===== src/status_regs_pkg.sv =====
// Purpose: shared constants and carriers for the driver status register bank
// Assumes: 8-bit status words addressed by a 3-bit read index
// Notes:   parity polarity is a package constant shared by all words
package status_regs_pkg;

    localparam int          WORD_W          = 8;
    localparam int          ADDR_W          = 3;
    localparam int          POS_W           = 7;

    localparam logic [2:0]  ADDR_SUPPLY     = 3'h4;
    localparam logic [2:0]  ADDR_X_BRIDGE   = 3'h5;
    localparam logic [2:0]  ADDR_Y_BRIDGE   = 3'h6;
    localparam logic [2:0]  ADDR_STEP       = 3'h7;

    localparam int          BIT_PARITY      = 7;
    localparam int          BIT_TW          = 6;
    localparam int          BIT_PUMP        = 5;
    localparam int          BIT_COIL_X      = 3;
    localparam int          BIT_COIL_Y      = 2;
    localparam int          BIT_OC_HI       = 6;
    localparam int          BIT_OC_LO       = 3;
    localparam int          BIT_TSD         = 2;

    // 1: bit 7 makes the word's count of ones odd
    localparam logic        PARITY_ODD      = 1'b1;

    localparam logic [7:0]  WORD_RESET      = 8'h00;
    localparam logic [3:0]  OC_RESET        = 4'h0;
    localparam logic [6:0]  POS_RESET       = 7'h00;

    // per-bridge over-current order: pos high, pos low, neg high, neg low
    typedef struct packed {
        logic pos_high_side_overcurrent;
        logic pos_low_side_overcurrent;
        logic neg_high_side_overcurrent;
        logic neg_low_side_overcurrent;
    } bridge_oc_t;

    typedef struct packed {
        logic pump_fault_flag;
        logic thermal_warning_flag;
        logic thermal_shutdown_flag;
        logic coil_x_break_flag;
        logic coil_y_break_flag;
    } supply_cond_t;

    typedef enum logic [1:0] {
        SEL_IDLE = 2'b01,
        SEL_READ = 2'b10
    } read_state_t;

endpackage


===== src/motor_driver_status_regs.sv =====
// Purpose: read-only diagnostic status bank of a stepper driver
// Assumes: condition inputs arrive from analog detectors, asynchronous to CORE_CLK
// Notes:   latched flags clear on a one-cycle clear strobe or reset
// Behaviour
// - first word: parity, warning, pump, coil-open flags
// - first word at 04h with fixed bit layout
// - first word flags follow live conditions
// - x-bridge over-current word at 05h
// - y-bridge over-current and shutdown at 06h
// - over-current and shutdown flags are latched
// - live step position word at 07h
// - read-only, RD_DATA zero after reset; the flag words then read 80h (check bit only)
// - pump flag one on charge pump failure
// - over-current flag one on detected over-current
module motor_driver_status_regs
    import status_regs_pkg::*;
(
    // clock and reset
    input  wire logic              CORE_CLK,
    input  wire logic              NRST,
    // detector conditions (asynchronous)
    input  wire supply_cond_t      SUPPLY_COND,
    input  wire bridge_oc_t        X_OC_COND,
    input  wire bridge_oc_t        Y_OC_COND,
    // translator position (same clock)
    input  wire logic [POS_W-1:0]  STEP_POS,
    // read port
    input  wire logic              RD_EN,
    input  wire logic [ADDR_W-1:0] RD_ADDR,
    input  wire logic              LATCH_CLEAR,
    output logic [WORD_W-1:0]      RD_DATA,
    output logic                   RD_VALID
);
    // read timing as the host sees it:
    //   edge n   : RD_EN high, RD_ADDR sampled
    //   edge n+1 : RD_DATA holds the word, RD_VALID high for that cycle
    // the host may keep RD_EN high for back-to-back reads; every edge
    // with RD_EN high is a new read
    // detector levels reach the words two edges after they settle;
    // latched flags need one edge more

    // sizes of the detector bundle and of the sticky flag set
    localparam int SUP_W      = $bits(supply_cond_t);
    localparam int OC_W       = $bits(bridge_oc_t);
    localparam int COND_W     = SUP_W + OC_W + OC_W;
    // both bridges plus the single shutdown flag
    localparam int LATCH_W    = OC_W + OC_W + 1;

    // word slots follow the address map, lowest status address first
    // so the slot index is simply the address minus the base
    localparam int BASE       = int'(ADDR_SUPPLY);
    localparam int NUM_WORDS  = int'(ADDR_STEP) - BASE + 1;
    localparam int IDX_W      = $clog2(NUM_WORDS);
    localparam int IDX_SUPPLY = int'(ADDR_SUPPLY) - BASE;
    localparam int IDX_X      = int'(ADDR_X_BRIDGE) - BASE;
    localparam int IDX_Y      = int'(ADDR_Y_BRIDGE) - BASE;
    localparam int IDX_STEP   = int'(ADDR_STEP) - BASE;

    // detector side: raw lines, two sync stages
    logic [COND_W-1:0]  cond_raw;
    logic [COND_W-1:0]  sync_a;
    logic [COND_W-1:0]  sync_b;
    // synchronised copies
    supply_cond_t       supply_s;
    bridge_oc_t         x_s;
    bridge_oc_t         y_s;

    // sticky flags, one bit per flag, bridges first, shutdown last
    logic [LATCH_W-1:0] latch_set;
    wire  [LATCH_W-1:0] latch_q;
    bridge_oc_t         x_latch;
    bridge_oc_t         y_latch;
    logic               tsd_latch;

    // word assembly and read side
    logic [POS_W-1:0]   payload     [NUM_WORDS];
    wire  [WORD_W-1:0]  status_word [NUM_WORDS];
    logic               addr_hit;
    logic [IDX_W-1:0]   rd_idx;
    logic [WORD_W-1:0]  next_data;
    read_state_t        state;

    // the detectors run off their own analog timing, so every condition
    // line is filtered through two flops before any logic looks at it
    assign cond_raw = {SUPPLY_COND, X_OC_COND, Y_OC_COND};

    // first stage: only the second stage reads it
    always_ff @(posedge CORE_CLK) begin
        if (!NRST) begin
            sync_a <= '0;
        end else begin
            sync_a <= cond_raw;
        end
    end

    // second stage: the only copy the rest of the block sees
    always_ff @(posedge CORE_CLK) begin
        if (!NRST) begin
            sync_b <= '0;
        end else begin
            sync_b <= sync_a;
        end
    end

    // a condition shorter than one clock may be missed; detectors are
    // expected to hold their levels far longer than that
    assign {supply_s, x_s, y_s} = sync_b;

    // the set term is kept in the clear branch, so an event that lands in
    // the clear cycle survives the clear instead of being lost
    // LATCH_CLEAR is the only way out besides reset: a read never clears,
    // so polling cannot destroy evidence of a fault
    assign latch_set = {x_s, y_s, supply_s.thermal_shutdown_flag};

    generate
        for (genvar i = 0; i < LATCH_W; i++) begin : g_latch
            logic flag;

            always_ff @(posedge CORE_CLK) begin
                if (!NRST) begin
                    flag <= 1'b0;
                end else if (LATCH_CLEAR) begin
                    flag <= latch_set[i];
                end else begin
                    flag <= flag | latch_set[i];
                end
            end

            assign latch_q[i] = flag;
        end
    endgenerate

    assign {x_latch, y_latch, tsd_latch} = latch_q;

    // payload of each word; unused positions stay zero
    always_comb begin
        for (int k = 0; k < NUM_WORDS; k++) begin
            payload[k] = '0;
        end

        // live supply and coil conditions, no latching
        payload[IDX_SUPPLY][BIT_TW]     = supply_s.thermal_warning_flag;
        payload[IDX_SUPPLY][BIT_PUMP]   = supply_s.pump_fault_flag;
        payload[IDX_SUPPLY][BIT_COIL_X] = supply_s.coil_x_break_flag;
        payload[IDX_SUPPLY][BIT_COIL_Y] = supply_s.coil_y_break_flag;

        // latched x-bridge flags, pos high side on the top bit
        payload[IDX_X][BIT_OC_HI:BIT_OC_LO] = x_latch;

        // latched y-bridge flags and shutdown
        payload[IDX_Y][BIT_OC_HI:BIT_OC_LO] = y_latch;
        payload[IDX_Y][BIT_TSD]             = tsd_latch;

        // no synchroniser: the translator shares CORE_CLK
        payload[IDX_STEP] = STEP_POS;
    end

    // one check-bit cell per word, all sharing the package polarity;
    // the bit follows the live payload, so a flag that moves between
    // reads always arrives with a matching check bit
    generate
        for (genvar w = 0; w < NUM_WORDS; w++) begin : g_word
            parity_word u_parity_word (
                .payload (payload[w]),
                .word    (status_word[w])
            );
        end
    endgenerate

    // address decode: only the status slots answer, the rest read zero
    // rd_idx wraps for unmapped addresses, which addr_hit masks out
    // the bank has no write path at all, so every word is read-only
    always_comb begin
        addr_hit  = (RD_ADDR >= ADDR_SUPPLY) && (RD_ADDR <= ADDR_STEP);
        rd_idx    = IDX_W'(RD_ADDR - ADDR_SUPPLY);
        next_data = WORD_RESET;
        if (addr_hit) begin
            next_data = status_word[rd_idx];
        end
    end

    // read data register: loads only on a taken read, so a slow host may
    // sample it at leisure
    // reset leaves it at all zero, which is not a valid check bit pattern;
    // a host must only trust data that followed RD_VALID
    always_ff @(posedge CORE_CLK) begin
        if (!NRST) begin
            RD_DATA <= WORD_RESET;
        end else if (RD_EN) begin
            RD_DATA <= next_data;
        end
    end

    // answer tracker: high for the cycle after each taken read
    // one-hot, so a stray code falls back to idle through the default
    always_ff @(posedge CORE_CLK) begin
        if (!NRST) begin
            state <= SEL_IDLE;
        end else begin
            case (state)
                SEL_IDLE: begin
                    state <= RD_EN ? SEL_READ : SEL_IDLE;
                end
                SEL_READ: begin
                    state <= RD_EN ? SEL_READ : SEL_IDLE;
                end
                default: begin
                    state <= SEL_IDLE;
                end
            endcase
        end
    end

    // decoded straight from the state register, no extra flop
    assign RD_VALID = (state == SEL_READ);
endmodule


===== src/parity_word.sv =====
// Purpose: attaches the check bit to a 7-bit status payload
// Assumes: polarity fixed by the package
// Notes:   purely combinational
module parity_word
    import status_regs_pkg::*;
(
    // payload
    input  wire logic [6:0] payload,
    // word with check bit on top
    output logic [7:0]      word
);
    always_comb begin
        word = {(^payload) ^ PARITY_ODD, payload};
    end
endmodule


===== config.mk =====
export PLATFORM = sky130hd
export DESIGN_NAME = motor_driver_status_regs
export DESIGN_NICKNAME = d
export VERILOG_FILES = /design/src/status_regs_pkg.sv /design/src/motor_driver_status_regs.sv /design/src/parity_word.sv
export SDC_FILE = /design/constraint.sdc
export NUM_CORES = 1
export LEC_CHECK = 0
export BUFFER_PORTS_ARGS = -buffer_cell sky130_fd_sc_hd__buf_4
export CAP_MARGIN = 5
export CORE_MARGIN = 2
export CORE_UTILIZATION = 50
export DETAILED_ROUTE_END_ITERATION = 6
export GPL_TIMING_DRIVEN = 0
export PLACE_DENSITY = 0.73
export RECOVER_POWER = 50
export SETUP_SLACK_MARGIN = 0.4
export SLEW_MARGIN = 25
export SYNTH_ARGS = -nofsm -noshare
export SYNTH_HDL_FRONTEND = slang
export SYNTH_HIERARCHICAL = 1
export SYNTH_SLANG_ARGS = --single-unit

===== constraint.sdc =====
create_clock -name CORE_CLK -period 1.92 [get_ports CORE_CLK]
set_input_delay 0.384 -clock CORE_CLK [delete_from_list [all_inputs] [get_ports CORE_CLK]]
set_output_delay 0.384 -clock CORE_CLK [all_outputs]
set_load 0.01 [all_outputs]

* Word level (Yosys, flattened, before mapping)
Cells that the tools add are included.
Widths: inputs -> output; s select.
** Cells by class
- Mux-type cells :: 14
- Reduce and logical (&&, ||, !) cells :: 7
- $lt $le $gt $ge :: 3
- Equality and inequality tests :: 2
- $add $sub $neg :: 1
- Bitwise logic cells :: 14
** Operator list (count)
- $reduce_xor 7->1 :: 4
- $mux 8 :: 3
- $bmux 8 s2 :: 1
- $mux 1 :: 9
- $or 1x1->1 :: 9
- $ge 3x3->1 const B :: 2
- $not 1->1 :: 4
- $le 3x3->1 const B :: 1
- $not 2->3 :: 1
- $eq 2x1->1 const B :: 1
- $eq 2x2->1 const B :: 1
- $mux 2 :: 1
- $reduce_and 2->1 :: 1
- $reduce_or 2->1 :: 1
- $sub 2x1->2 const B :: 1
- $logic_and 1x1->1 :: 1
** Word-level totals
- Flip-flop bits (word level) :: 45
- Output and inout port bits :: 9

* Depth between registers and ports, before layout
Gate-level depths: netlist (run 1).
- Depth after elaboration :: 6
- Gate-level depth with buffers :: 4

* Hierarchy
The synthesis (run 1) kept the hierarchy.
** Modules (own cells, without submodules)
- motor_driver_status_regs :: area each 1530.2 um2, cells each 121, seq. area each 900.9 um2, times used 1
- parity_word :: area each 115.1 um2, cells each 11, seq. area each 0.0 um2, times used 4

* Worst setup path after synthesis (run 1)
Ideal clock, no wire load.
- Path kind :: input to register
- Start :: input STEP_POS[1]
- End :: register RD_DATA[7]
- Cell stages on the path :: 4
- Arrival time :: 1.586 ns
- Slack :: 0.217 ns
- Path through :: xnor3_1 > xnor3_1 > mux4_2 > a32o_1
** RTL lines
- start, declared :: line motor_driver_status_regs.sv:26 : input wire logic [POS_W-1:0] STEP_POS,
- end signal, assigned :: line motor_driver_status_regs.sv:190 : RD_DATA <= next_data;
- end, declared :: line motor_driver_status_regs.sv:31 : output logic [WORD_W-1:0] RD_DATA,

==> parameters.txt, run 1 <==
Parameter                              Value

Timing
  RSZ-0062 raised after global routing    true
  Final hold slack    0.295 ns
  Final period utilization    0.894
  Final count of negative-setup-slack endpoints    0
  Post-layout minimum cycle time    1.72 ns
  Sum of negative setup slack    0 ns
  Worst setup skew after layout    0.00703 ns
  Max Freq    582 MHz
  Count of final max-slew check failures    0
  Endpoints failing hold    0

Placed design
  HPWL Detailed    2.52 mm
  IO buf count    32
  Total placed instance area    2350 sq um
  # placed instances    260
  GP Congestion    0.721

Synth
  Mapped Avg Cell Area    12.1 sq um
  Post-synthesis cell count    165
  Number of enable flip-flop cells after synthesis    0
  Synthesis Warnings    6
  Area leader, netlist    sky130_fd_sc_hd__dfxtp_1
  Count leader, synth    sky130_fd_sc_hd__dfxtp_1
  Top flip-flop cell by instance count after synthesis    sky130_fd_sc_hd__dfxtp_1
  Number of flip-flops and latches in the synthesized netlist    45
  Unique masters post-synth    20
  Share of flip-flops with an asynchronous set or reset    0
  Commonest cells in the synthesized netlist    45 x sky130_fd_sc_hd__dfxtp_1, 28 x sky130_fd_sc_hd__buf_4, 26 x sky130_fd_sc_hd__and2_1
  Top cells by area in the synthesized netlist    sky130_fd_sc_hd__dfxtp_1 45%, sky130_fd_sc_hd__buf_4 11%, sky130_fd_sc_hd__mux4_2 9.1%
  Share of the yosys chip area belonging to registers    0.453
  Post-synth design cell area    1990 sq um
  Portion of synthesized cell area occupied by the leading cell type    0.453

Die
  Rows    22
  Initial standard-cell utilization of the core    0.532
  Floorplan core area    3740 sq um
  Die area    4500 sq um
  Horiz. Die Dim    67.1 microns
  Height of the die    67.1 microns
  Number of ports placed on the die boundary    36

GRT
  Pin count of the biggest net entering global routing    15
  Number of global-route vias before repair    1249
  Sum of overflow across all layers after global routing    0
  Global routing usage summed across all routing layers    0.167
  Wire length of the first global-routing pass    5.36 mm
  Antenna violations before repair    0

Power
  Clock network power share    0.349
  Worst ir drop on vdd    0.753 mV
  Net switching power    0.409 mW
  Switching share of power    0.207
  Combinational power share    0.147
  Seq pwr share    0.504
  Pwr per Cell Area    798 nW/um^2
  Internal power    1.56 mW
  Leakage power    1.18 nW

Clock tree
  Worst skew pair latency    0.29 ns
  Number of hold buffers added after CTS    0
  Number of sinks handled by clock tree synthesis    45
  Number of H-tree levels    2
  Clock slew seen by the registers of the worst setup and hold paths    0.08 ns
  TritonCTS clock tree    done
  Number of buffers on the longest clock path    2
  Clock tree root driver cell    sky130_fd_sc_hd__clkbuf_8
  Inserted Clock Buffers    5

Run
  Max-capacitance violation count    0

Final layout
  Area growth from synthesis to layout    24.1%
  Layout cell share with drive strength beyond 1    0.371
  Share of the core filled with cells in the final layout    0.660
  Area of combinational cells with multiple inputs    890 sq um
  Filler instances    298
  Non-Filler Instances    269
  Post-route design area    2470 sq um
  Post-layout nets    248
  Register cell area after layout    906 sq um
  N_diodes    0

Setup path
  RR Startpoint    g_latch[7].flag$_SDFF_PN0_
  Max FO, Critical Path    2
  Crit path max-delay cell type    sky130_fd_sc_hd__mux4_2
  Gate family responsible for the most delay along the worst path    XOR/XNOR gates
  Type of element capturing the critical path    flip-flop
  Chain of cells forming the critical path    xnor3_1 > xnor3_1 > mux4_2 > a32o_1
  Critical path arrival    1.89 ns
  Depth of the most critical reg-to-reg path    4
  Most repeated library cell on the critical path    sky130_fd_sc_hd__xnor3_1
  Terminus of the critical flop-to-flop path    RD_DATA[7]$_SDFFE_PN0P_
  Combined buffer and inverter count along the critical path    0
  Crit path required time    2.10 ns
  Category of the most critical setup path    reg -> reg
  Flop2flop setup slack    0.20 ns
  Startpoint kind of the worst setup timing path    flip-flop
  Largest stage delay, worst path    0.46 ns

Min path
  Hold worst-path end    sync_a[5]$_SDFF_PN0_
  Hold Path Stages    2
  Path class of the lowest-slack min-delay path    in -> reg
  Startpoint of the most critical hold path    X_OC_COND[1]

Drt
  Vias    1229
  Avg WL per Cell    11.9 microns
  Drc violations    0
  Total iterations of the first detailed-routing run    4
  Post-DRT Antenna Nets    0
  Total length of routed wires    3.20 mm
  Average vias per placed instance    4.57
  Iteration-0 DRC Markers    49

Run status
  Outcome    finished, final reports clean
-- layout make-up --
cell class / instances / share of cell area
clock inverters: 2 / 0.0157
flip-flops and latches: 45 / 0.367
plain buffers: 36 / 0.100
repair buffers: 33 / 0.100
multi-input cells: 97 / 0.360
inverters: 2 / 0.00304
clock buffers: 6 / 0.0294
well taps: 48 / 0.0243
-- cells in the final DEF, fill, tap and decap left out --
| cell | instances |
|---|---|
| sky130_fd_sc_hd__dfxtp_1 | 41 |
| sky130_fd_sc_hd__and3_1 | 1 |
| sky130_fd_sc_hd__nor2_1 | 1 |
| sky130_fd_sc_hd__ha_1 | 1 |
| sky130_fd_sc_hd__buf_4 | 61 |
| sky130_fd_sc_hd__xnor2_1 | 4 |
| sky130_fd_sc_hd__a32o_1 | 8 |
| sky130_fd_sc_hd__clkbuf_1 | 8 |
| sky130_fd_sc_hd__xnor3_1 | 8 |
| sky130_fd_sc_hd__nor2b_1 | 9 |
| sky130_fd_sc_hd__buf_6 | 1 |
| sky130_fd_sc_hd__o21a_1 | 9 |
| sky130_fd_sc_hd__and2_0 | 9 |
| sky130_fd_sc_hd__dfxtp_2 | 4 |
| sky130_fd_sc_hd__conb_1 | 16 |
| sky130_fd_sc_hd__inv_1 | 2 |
| sky130_fd_sc_hd__mux4_2 | 8 |
| sky130_fd_sc_hd__clkbuf_8 | 5 |
| sky130_fd_sc_hd__clkinv_4 | 1 |
| sky130_fd_sc_hd__xor2_1 | 4 |
| sky130_fd_sc_hd__nand2_1 | 1 |
| sky130_fd_sc_hd__bufinv_16 | 1 |
| sky130_fd_sc_hd__and2_1 | 17 |
| sky130_fd_sc_hd__or2_2 | 1 |
-- sequential cells by signal (all words and copies together) (netlist names) --
name          flops
state             2
sync_b           13
RD_DATA           8
sync_a           13
g_latch.flag      9
-- layer usage --
layer,GRT usage,part of all wire,vias up
met1,0.168,0.39,570
met3,0.0456,0.066,4
li1,-,-,618
met5,0,0,-
met4,0.0689,0.018,0
met2,0.318,0.53,37
-- repair_timing --
| item | CTS | global route |
|---|---|---|
| buffers inserted | 1 | 0 |
| cloned | 0 | 0 |
| gates resized for setup | 3 | 1 |
| pin swaps | 3 | 0 |
| endpoints found under the setup margin | 1 | 1 |
-- how the worst max path moves through the flow --
stage	from	to	depth (start not counted)
floorplan	STEP_POS[1]	RD_DATA[7]$_SDFFE_PN0P_	4
global placement	STEP_POS[3]	RD_DATA[7]$_SDFFE_PN0P_	5
detailed placement	STEP_POS[4]	RD_DATA[7]$_SDFFE_PN0P_	5
CTS	g_latch[7].flag$_SDFF_PN0_	RD_DATA[7]$_SDFFE_PN0P_	4
global route	g_latch[0].flag$_SDFF_PN0_	RD_DATA[7]$_SDFFE_PN0P_	4
finish	g_latch[7].flag$_SDFF_PN0_	RD_DATA[7]$_SDFFE_PN0P_	4
-- metrics by stage --
stage               power, mW  setup slack, ns
floorplan                1.22            0.226
global placement         1.29           0.0404
detailed placement       1.30           0.0180
CTS                      1.99            0.195
global route             2.06            0.158
finish                   1.97            0.203
-- power by group through the flow --
stage / clock, mW / sequential, mW / combinational (mW)
final: 0.688 / 0.994 / 0.290
after global routing: 0.743 / 0.998 / 0.318
after CTS: 0.702 / 0.994 / 0.295
after detailed placement: 0 / 1.02 / 0.288
after global placement: 0 / 1.01 / 0.281
after floorplan: 0 / 1.01 / 0.204
-- kinds of logic after synthesis --
group                      Yosys count  share of synthesized area
DFF                                 45                      0.453
and+or+nand+nor                     39                      0.120
buffers and inverters               38                      0.129
AOI/OAI and AO/OA                   17                     0.0742
xor gates and xnor gates            16                      0.126
muxes                                8                     0.0905
adders and majority gates            1                    0.00628
other                                1                    0.00188
Note: power is estimated with default switching activity, not from simulation.
==> run 2: changes to the inputs <==
ABC_AREA = 1   (was default)
PLACE_DENSITY = 0.71   (was 0.73)
clock period = 1.6 ns   (was 1.92 ns; I/O delays follow)
==> parameters.txt, run 2 <==
Parameter                              Value

Run status
  Outcome    finished, final reports clean

Synth
  Area leader, netlist    sky130_fd_sc_hd__dfxtp_1
  Count leader, synth    sky130_fd_sc_hd__nand2_1
  Synthesis Warnings    6 (unchanged)
  Number of enable flip-flop cells after synthesis    0 (unchanged)
  Number of flip-flops and latches in the synthesized netlist    45 (unchanged)
  Compound-cell area share of the yosys netlist    0.0458 (-0.0284)
  Post-synth design cell area    2510 sq um (+26%)
  Commonest cells in the synthesized netlist    145 x sky130_fd_sc_hd__nand2_1, 86 x sky130_fd_sc_hd__inv_1, 45 x sky130_fd_sc_hd__dfxtp_1
  Post-synthesis cell count    403 (+140%)
  Main combinational cell family by area after synthesis    simple AND/OR/NAND/NOR gates
  Xor/xnor share of the synthesized area    0 (-0.126)
  Top cells by area in the synthesized netlist    sky130_fd_sc_hd__dfxtp_1 36%, sky130_fd_sc_hd__nand2_1 22%, sky130_fd_sc_hd__inv_1 13%
  Portion of synthesized cell area occupied by the leading cell type    0.358 (-0.0942)
  Unique masters post-synth    18 (-10%)
  Simple-gate share of the synthesized area    0.331 (+0.210)
  Mapped Avg Cell Area    6.24 sq um (-48%)
  Share of the yosys chip area belonging to registers    0.358 (-0.0942)
  Share of flip-flops with an asynchronous set or reset    0 (unchanged)
  Top flip-flop cell by instance count after synthesis    sky130_fd_sc_hd__dfxtp_1
  Adder-Cell Fraction of Synth Area    0.00498 (-0.00131)
  Portion of netlist area occupied by mux cells    0 (-0.0905)

Clock tree
  Clock tree root driver cell    sky130_fd_sc_hd__clkbuf_8
  Number of sinks handled by clock tree synthesis    45 (unchanged)
  Number of buffers on the longest clock path    2 (unchanged)
  Number of hold buffers added after CTS    0 (unchanged)
  TritonCTS clock tree    done
  Inserted Clock Buffers    5 (unchanged)
  Worst skew pair latency    0.29 ns (about the same)
  Clock slew seen by the registers of the worst setup and hold paths    0.08 ns (about the same)
  Number of H-tree levels    2 (unchanged)

Setup path
  Max FO, Critical Path    3 (+1)
  Chain of cells forming the critical path    inv_1 > nand2_2 > nand2_1 > nand2_1 > nand2_1 > inv_2 > nand2_1 > nand2_1 > inv_1 > nand2_1 > nand3_1 > nand2_1 > nand2_1 > a21oi_2
  Most repeated library cell on the critical path    sky130_fd_sc_hd__nand2_1
  RR Startpoint    g_latch[2].flag$_SDFF_PN0_
  Startpoint kind of the worst setup timing path    flip-flop
  Crit path max-delay cell type    sky130_fd_sc_hd__dfxtp_2
  Crit path required time    1.82 ns (-0.28 ns)
  Largest stage delay, worst path    0.34 ns (-0.12 ns)
  Critical path arrival    1.46 ns (-0.43 ns)
  Launch point of the worst path    g_latch[2].flag$_SDFF_PN0_
  Category of the most critical setup path    reg -> reg
  Type of element capturing the critical path    flip-flop

GRT
  Sum of overflow across all layers after global routing    0 (unchanged)
  Antenna violations before repair    0 (unchanged)
  Number of global-route vias before repair    1844 (+48%)
  Wire length of the first global-routing pass    6.97 mm (+30%)
  Global routing usage summed across all routing layers    0.161 (-0.00620)
  Pin count of the biggest net entering global routing    14 (-1)

Power
  Net switching power    0.594 mW (+45%)
  Worst ir drop on vdd    0.590 mV (-22%)
  Post-layout total power    2.42 mW (+23%)
  Combinational power share    0.176 (+0.029)
  Pwr per Cell Area    777 nW/um^2 (-2.7%)
  Leakage power    1.85 nW (+57%)
  Seq pwr share    0.494 (-0.010)
  Internal power    1.83 mW (+17%)
  Switching share of power    0.245 (+0.0377)
  Clock network power share    0.330 (-0.019)

Final layout
  Post-layout nets    506 (+100%)
  Non-Filler Instances    545 (+100%)
  Most frequent cells in the layout    144 x sky130_fd_sc_hd__nand2_1, 87 x sky130_fd_sc_hd__inv_1, 66 x sky130_fd_sc_hd__buf_4, 35 x sky130_fd_sc_hd__dfxtp_1, 31 x sky130_fd_sc_hd__conb_1
  Layout cell share with drive strength beyond 1    0.270 (-0.101)
  Largest registers    sync_a (13), sync_b (13), g_latch.flag (9)
  N_diodes    0 (unchanged)
  Area growth from synthesis to layout    24.0% (about the same)
  Most common library cell in the layout ignoring fill and taps    sky130_fd_sc_hd__nand2_1
  Share of the core filled with cells in the final layout    0.651 (-0.00852)

Drt
  Avg WL per Cell    7.43 microns (-38%)
  Routed length on met2    2.06 mm (+22%)
  Metal-1 WL    1.79 mm (+44%)
  Routed wl met3    130 microns (-39%)
  Total iterations of the first detailed-routing run    6 (+2)
  Total length of routed wires    4.05 mm (+27%)
  Post-DRT Antenna Nets    0 (unchanged)
  Vias    2179 (+77%)
  Drc violations    0 (unchanged)
  Iteration-0 DRC Markers    44 (-10%)
  Average vias per placed instance    4.00 (-12%)
  Highest Signal Layer    met4

Timing
  Worst setup skew after layout    0.00177 ns (-0.00526 ns)
  RSZ-0062 raised after global routing    true
  Count of final max-slew check failures    0 (unchanged)
  Endpoints failing hold    0 (unchanged)
  Max Freq    805 MHz (+38%)
  Final period utilization    0.776 (-0.118)
  Final count of negative-setup-slack endpoints    0 (unchanged)
  Post-layout minimum cycle time    1.24 ns (-0.475 ns)
  Sum of negative setup slack    0 ns (unchanged)

Placed design
  # placed instances    532 (+100%)
  HPWL Detailed    3.22 mm (+28%)
  GP Congestion    0.760 (+5.4%)
  IO buf count    32 (unchanged)

Min path
  Startpoint of the most critical hold path    Y_OC_COND[3]
  Path class of the lowest-slack min-delay path    in -> reg

Die
  Horiz. Die Dim    74.9 microns (+12%)
  Die area    5610 sq um (+25%)
  Height of the die    74.9 microns (+12%)
  Initial standard-cell utilization of the core    0.525 (-0.00652)
  Floorplan core area    4790 sq um (+28%)
  Number of ports placed on the die boundary    36 (unchanged)
  Rows    25 (+14%)

Run
  Max-capacitance violation count    0 (unchanged)
==> run 2: cell count changes in the layout (fill, tap and decap cells not counted), moves of 15 or more <==
| cell | before | now |
|---|---|---|
| sky130_fd_sc_hd__nand3_1 | 0 | 24 |
| sky130_fd_sc_hd__nand2_2 | 0 | 15 |
| sky130_fd_sc_hd__and2_1 | 17 | 0 |
| sky130_fd_sc_hd__conb_1 | 16 | 31 |
| sky130_fd_sc_hd__nand2_1 | 1 | 144 |
| sky130_fd_sc_hd__inv_1 | 2 | 87 |
==> run 2: metrics by stage <==
step / setup slack [ns] / cell area (sq um) / hold slack, ns
finish: 0.358 / 3120 / 0.208
global route: 0.236 / 3120 / 0.207
CTS: 0.347 / 3100 / 0.197
detailed placement: 0.258 / 2950 / 0.398
global placement: 0.290 / 2950 / 0.392
floorplan: 0.466 / 2630 / 0.390
==> run 2: layout make-up <==
type | instances | area, sq um
Clock buffer | 5 | 68.8
Buffer | 36 | 262
Tap cell | 67 | 83.8
Clock inverter | 2 | 35.0
Fill cell | 465 | 1670
Sequential cell | 45 | 913
Timing Repair Buffer | 38 | 289
Inverter | 102 | 385
Multi-Input combinational cell | 250 | 1080
==> run 2: routing by layer <==
metal / GRT usage / vias to the layer above
met3: 0.0281 / 7
met4: 0.0714 / 0
met5: 0 / -
met1: 0.175 / 903
li1: - / 1238
met2: 0.302 / 31
==> run 2: path summary, 6_finish.rpt <==
kind                             end  slack (ns)  depth (start not counted)
max          RD_DATA[7]$_SDFFE_PN0P_        0.36                         14
min             sync_a[3]$_SDFF_PN0_        0.21                          3
max reg2reg  RD_DATA[7]$_SDFFE_PN0P_        0.36                         14
min reg2reg     sync_b[8]$_SDFF_PN0_        0.42                          2
==> run 2: timing repair <==
action                                  4_1_cts  5_1_grt
endpoints found under the setup margin        2        2
pin swaps                                     2        0
gates resized for setup                      11        2
buffers inserted                              4        2
==> run 2: cells by family (layout without fill, tap and decap cells) <==
logic type,Yosys count,count (layout)
fa+ha+maj,1,1
other cells,1,31
simple gates,201,201
compound gates,17,17
buf+inv,138,183
flops,45,45
==> run 2: critical path: cells and delay by family, from the launching register on <==
kind	cells	cell delay, ns
AO/OA/AOI/OAI	1	0.11
buffers and inverters	3	0.14
flip-flops	1	0.34
AND/OR/NAND/NOR	10	0.60
==> run 2: power groups by stage <==
stage / logic, mW / clock network (mW) / registers [mW]
2_1_floorplan: 0.307 / 0 / 1.22
3_3_place_gp: 0.409 / 0 / 1.22
3_5_place_dp: 0.417 / 0 / 1.22
4_1_cts: 0.426 / 0.832 / 1.20
5_1_grt: 0.494 / 0.883 / 1.20
6_report: 0.427 / 0.800 / 1.20
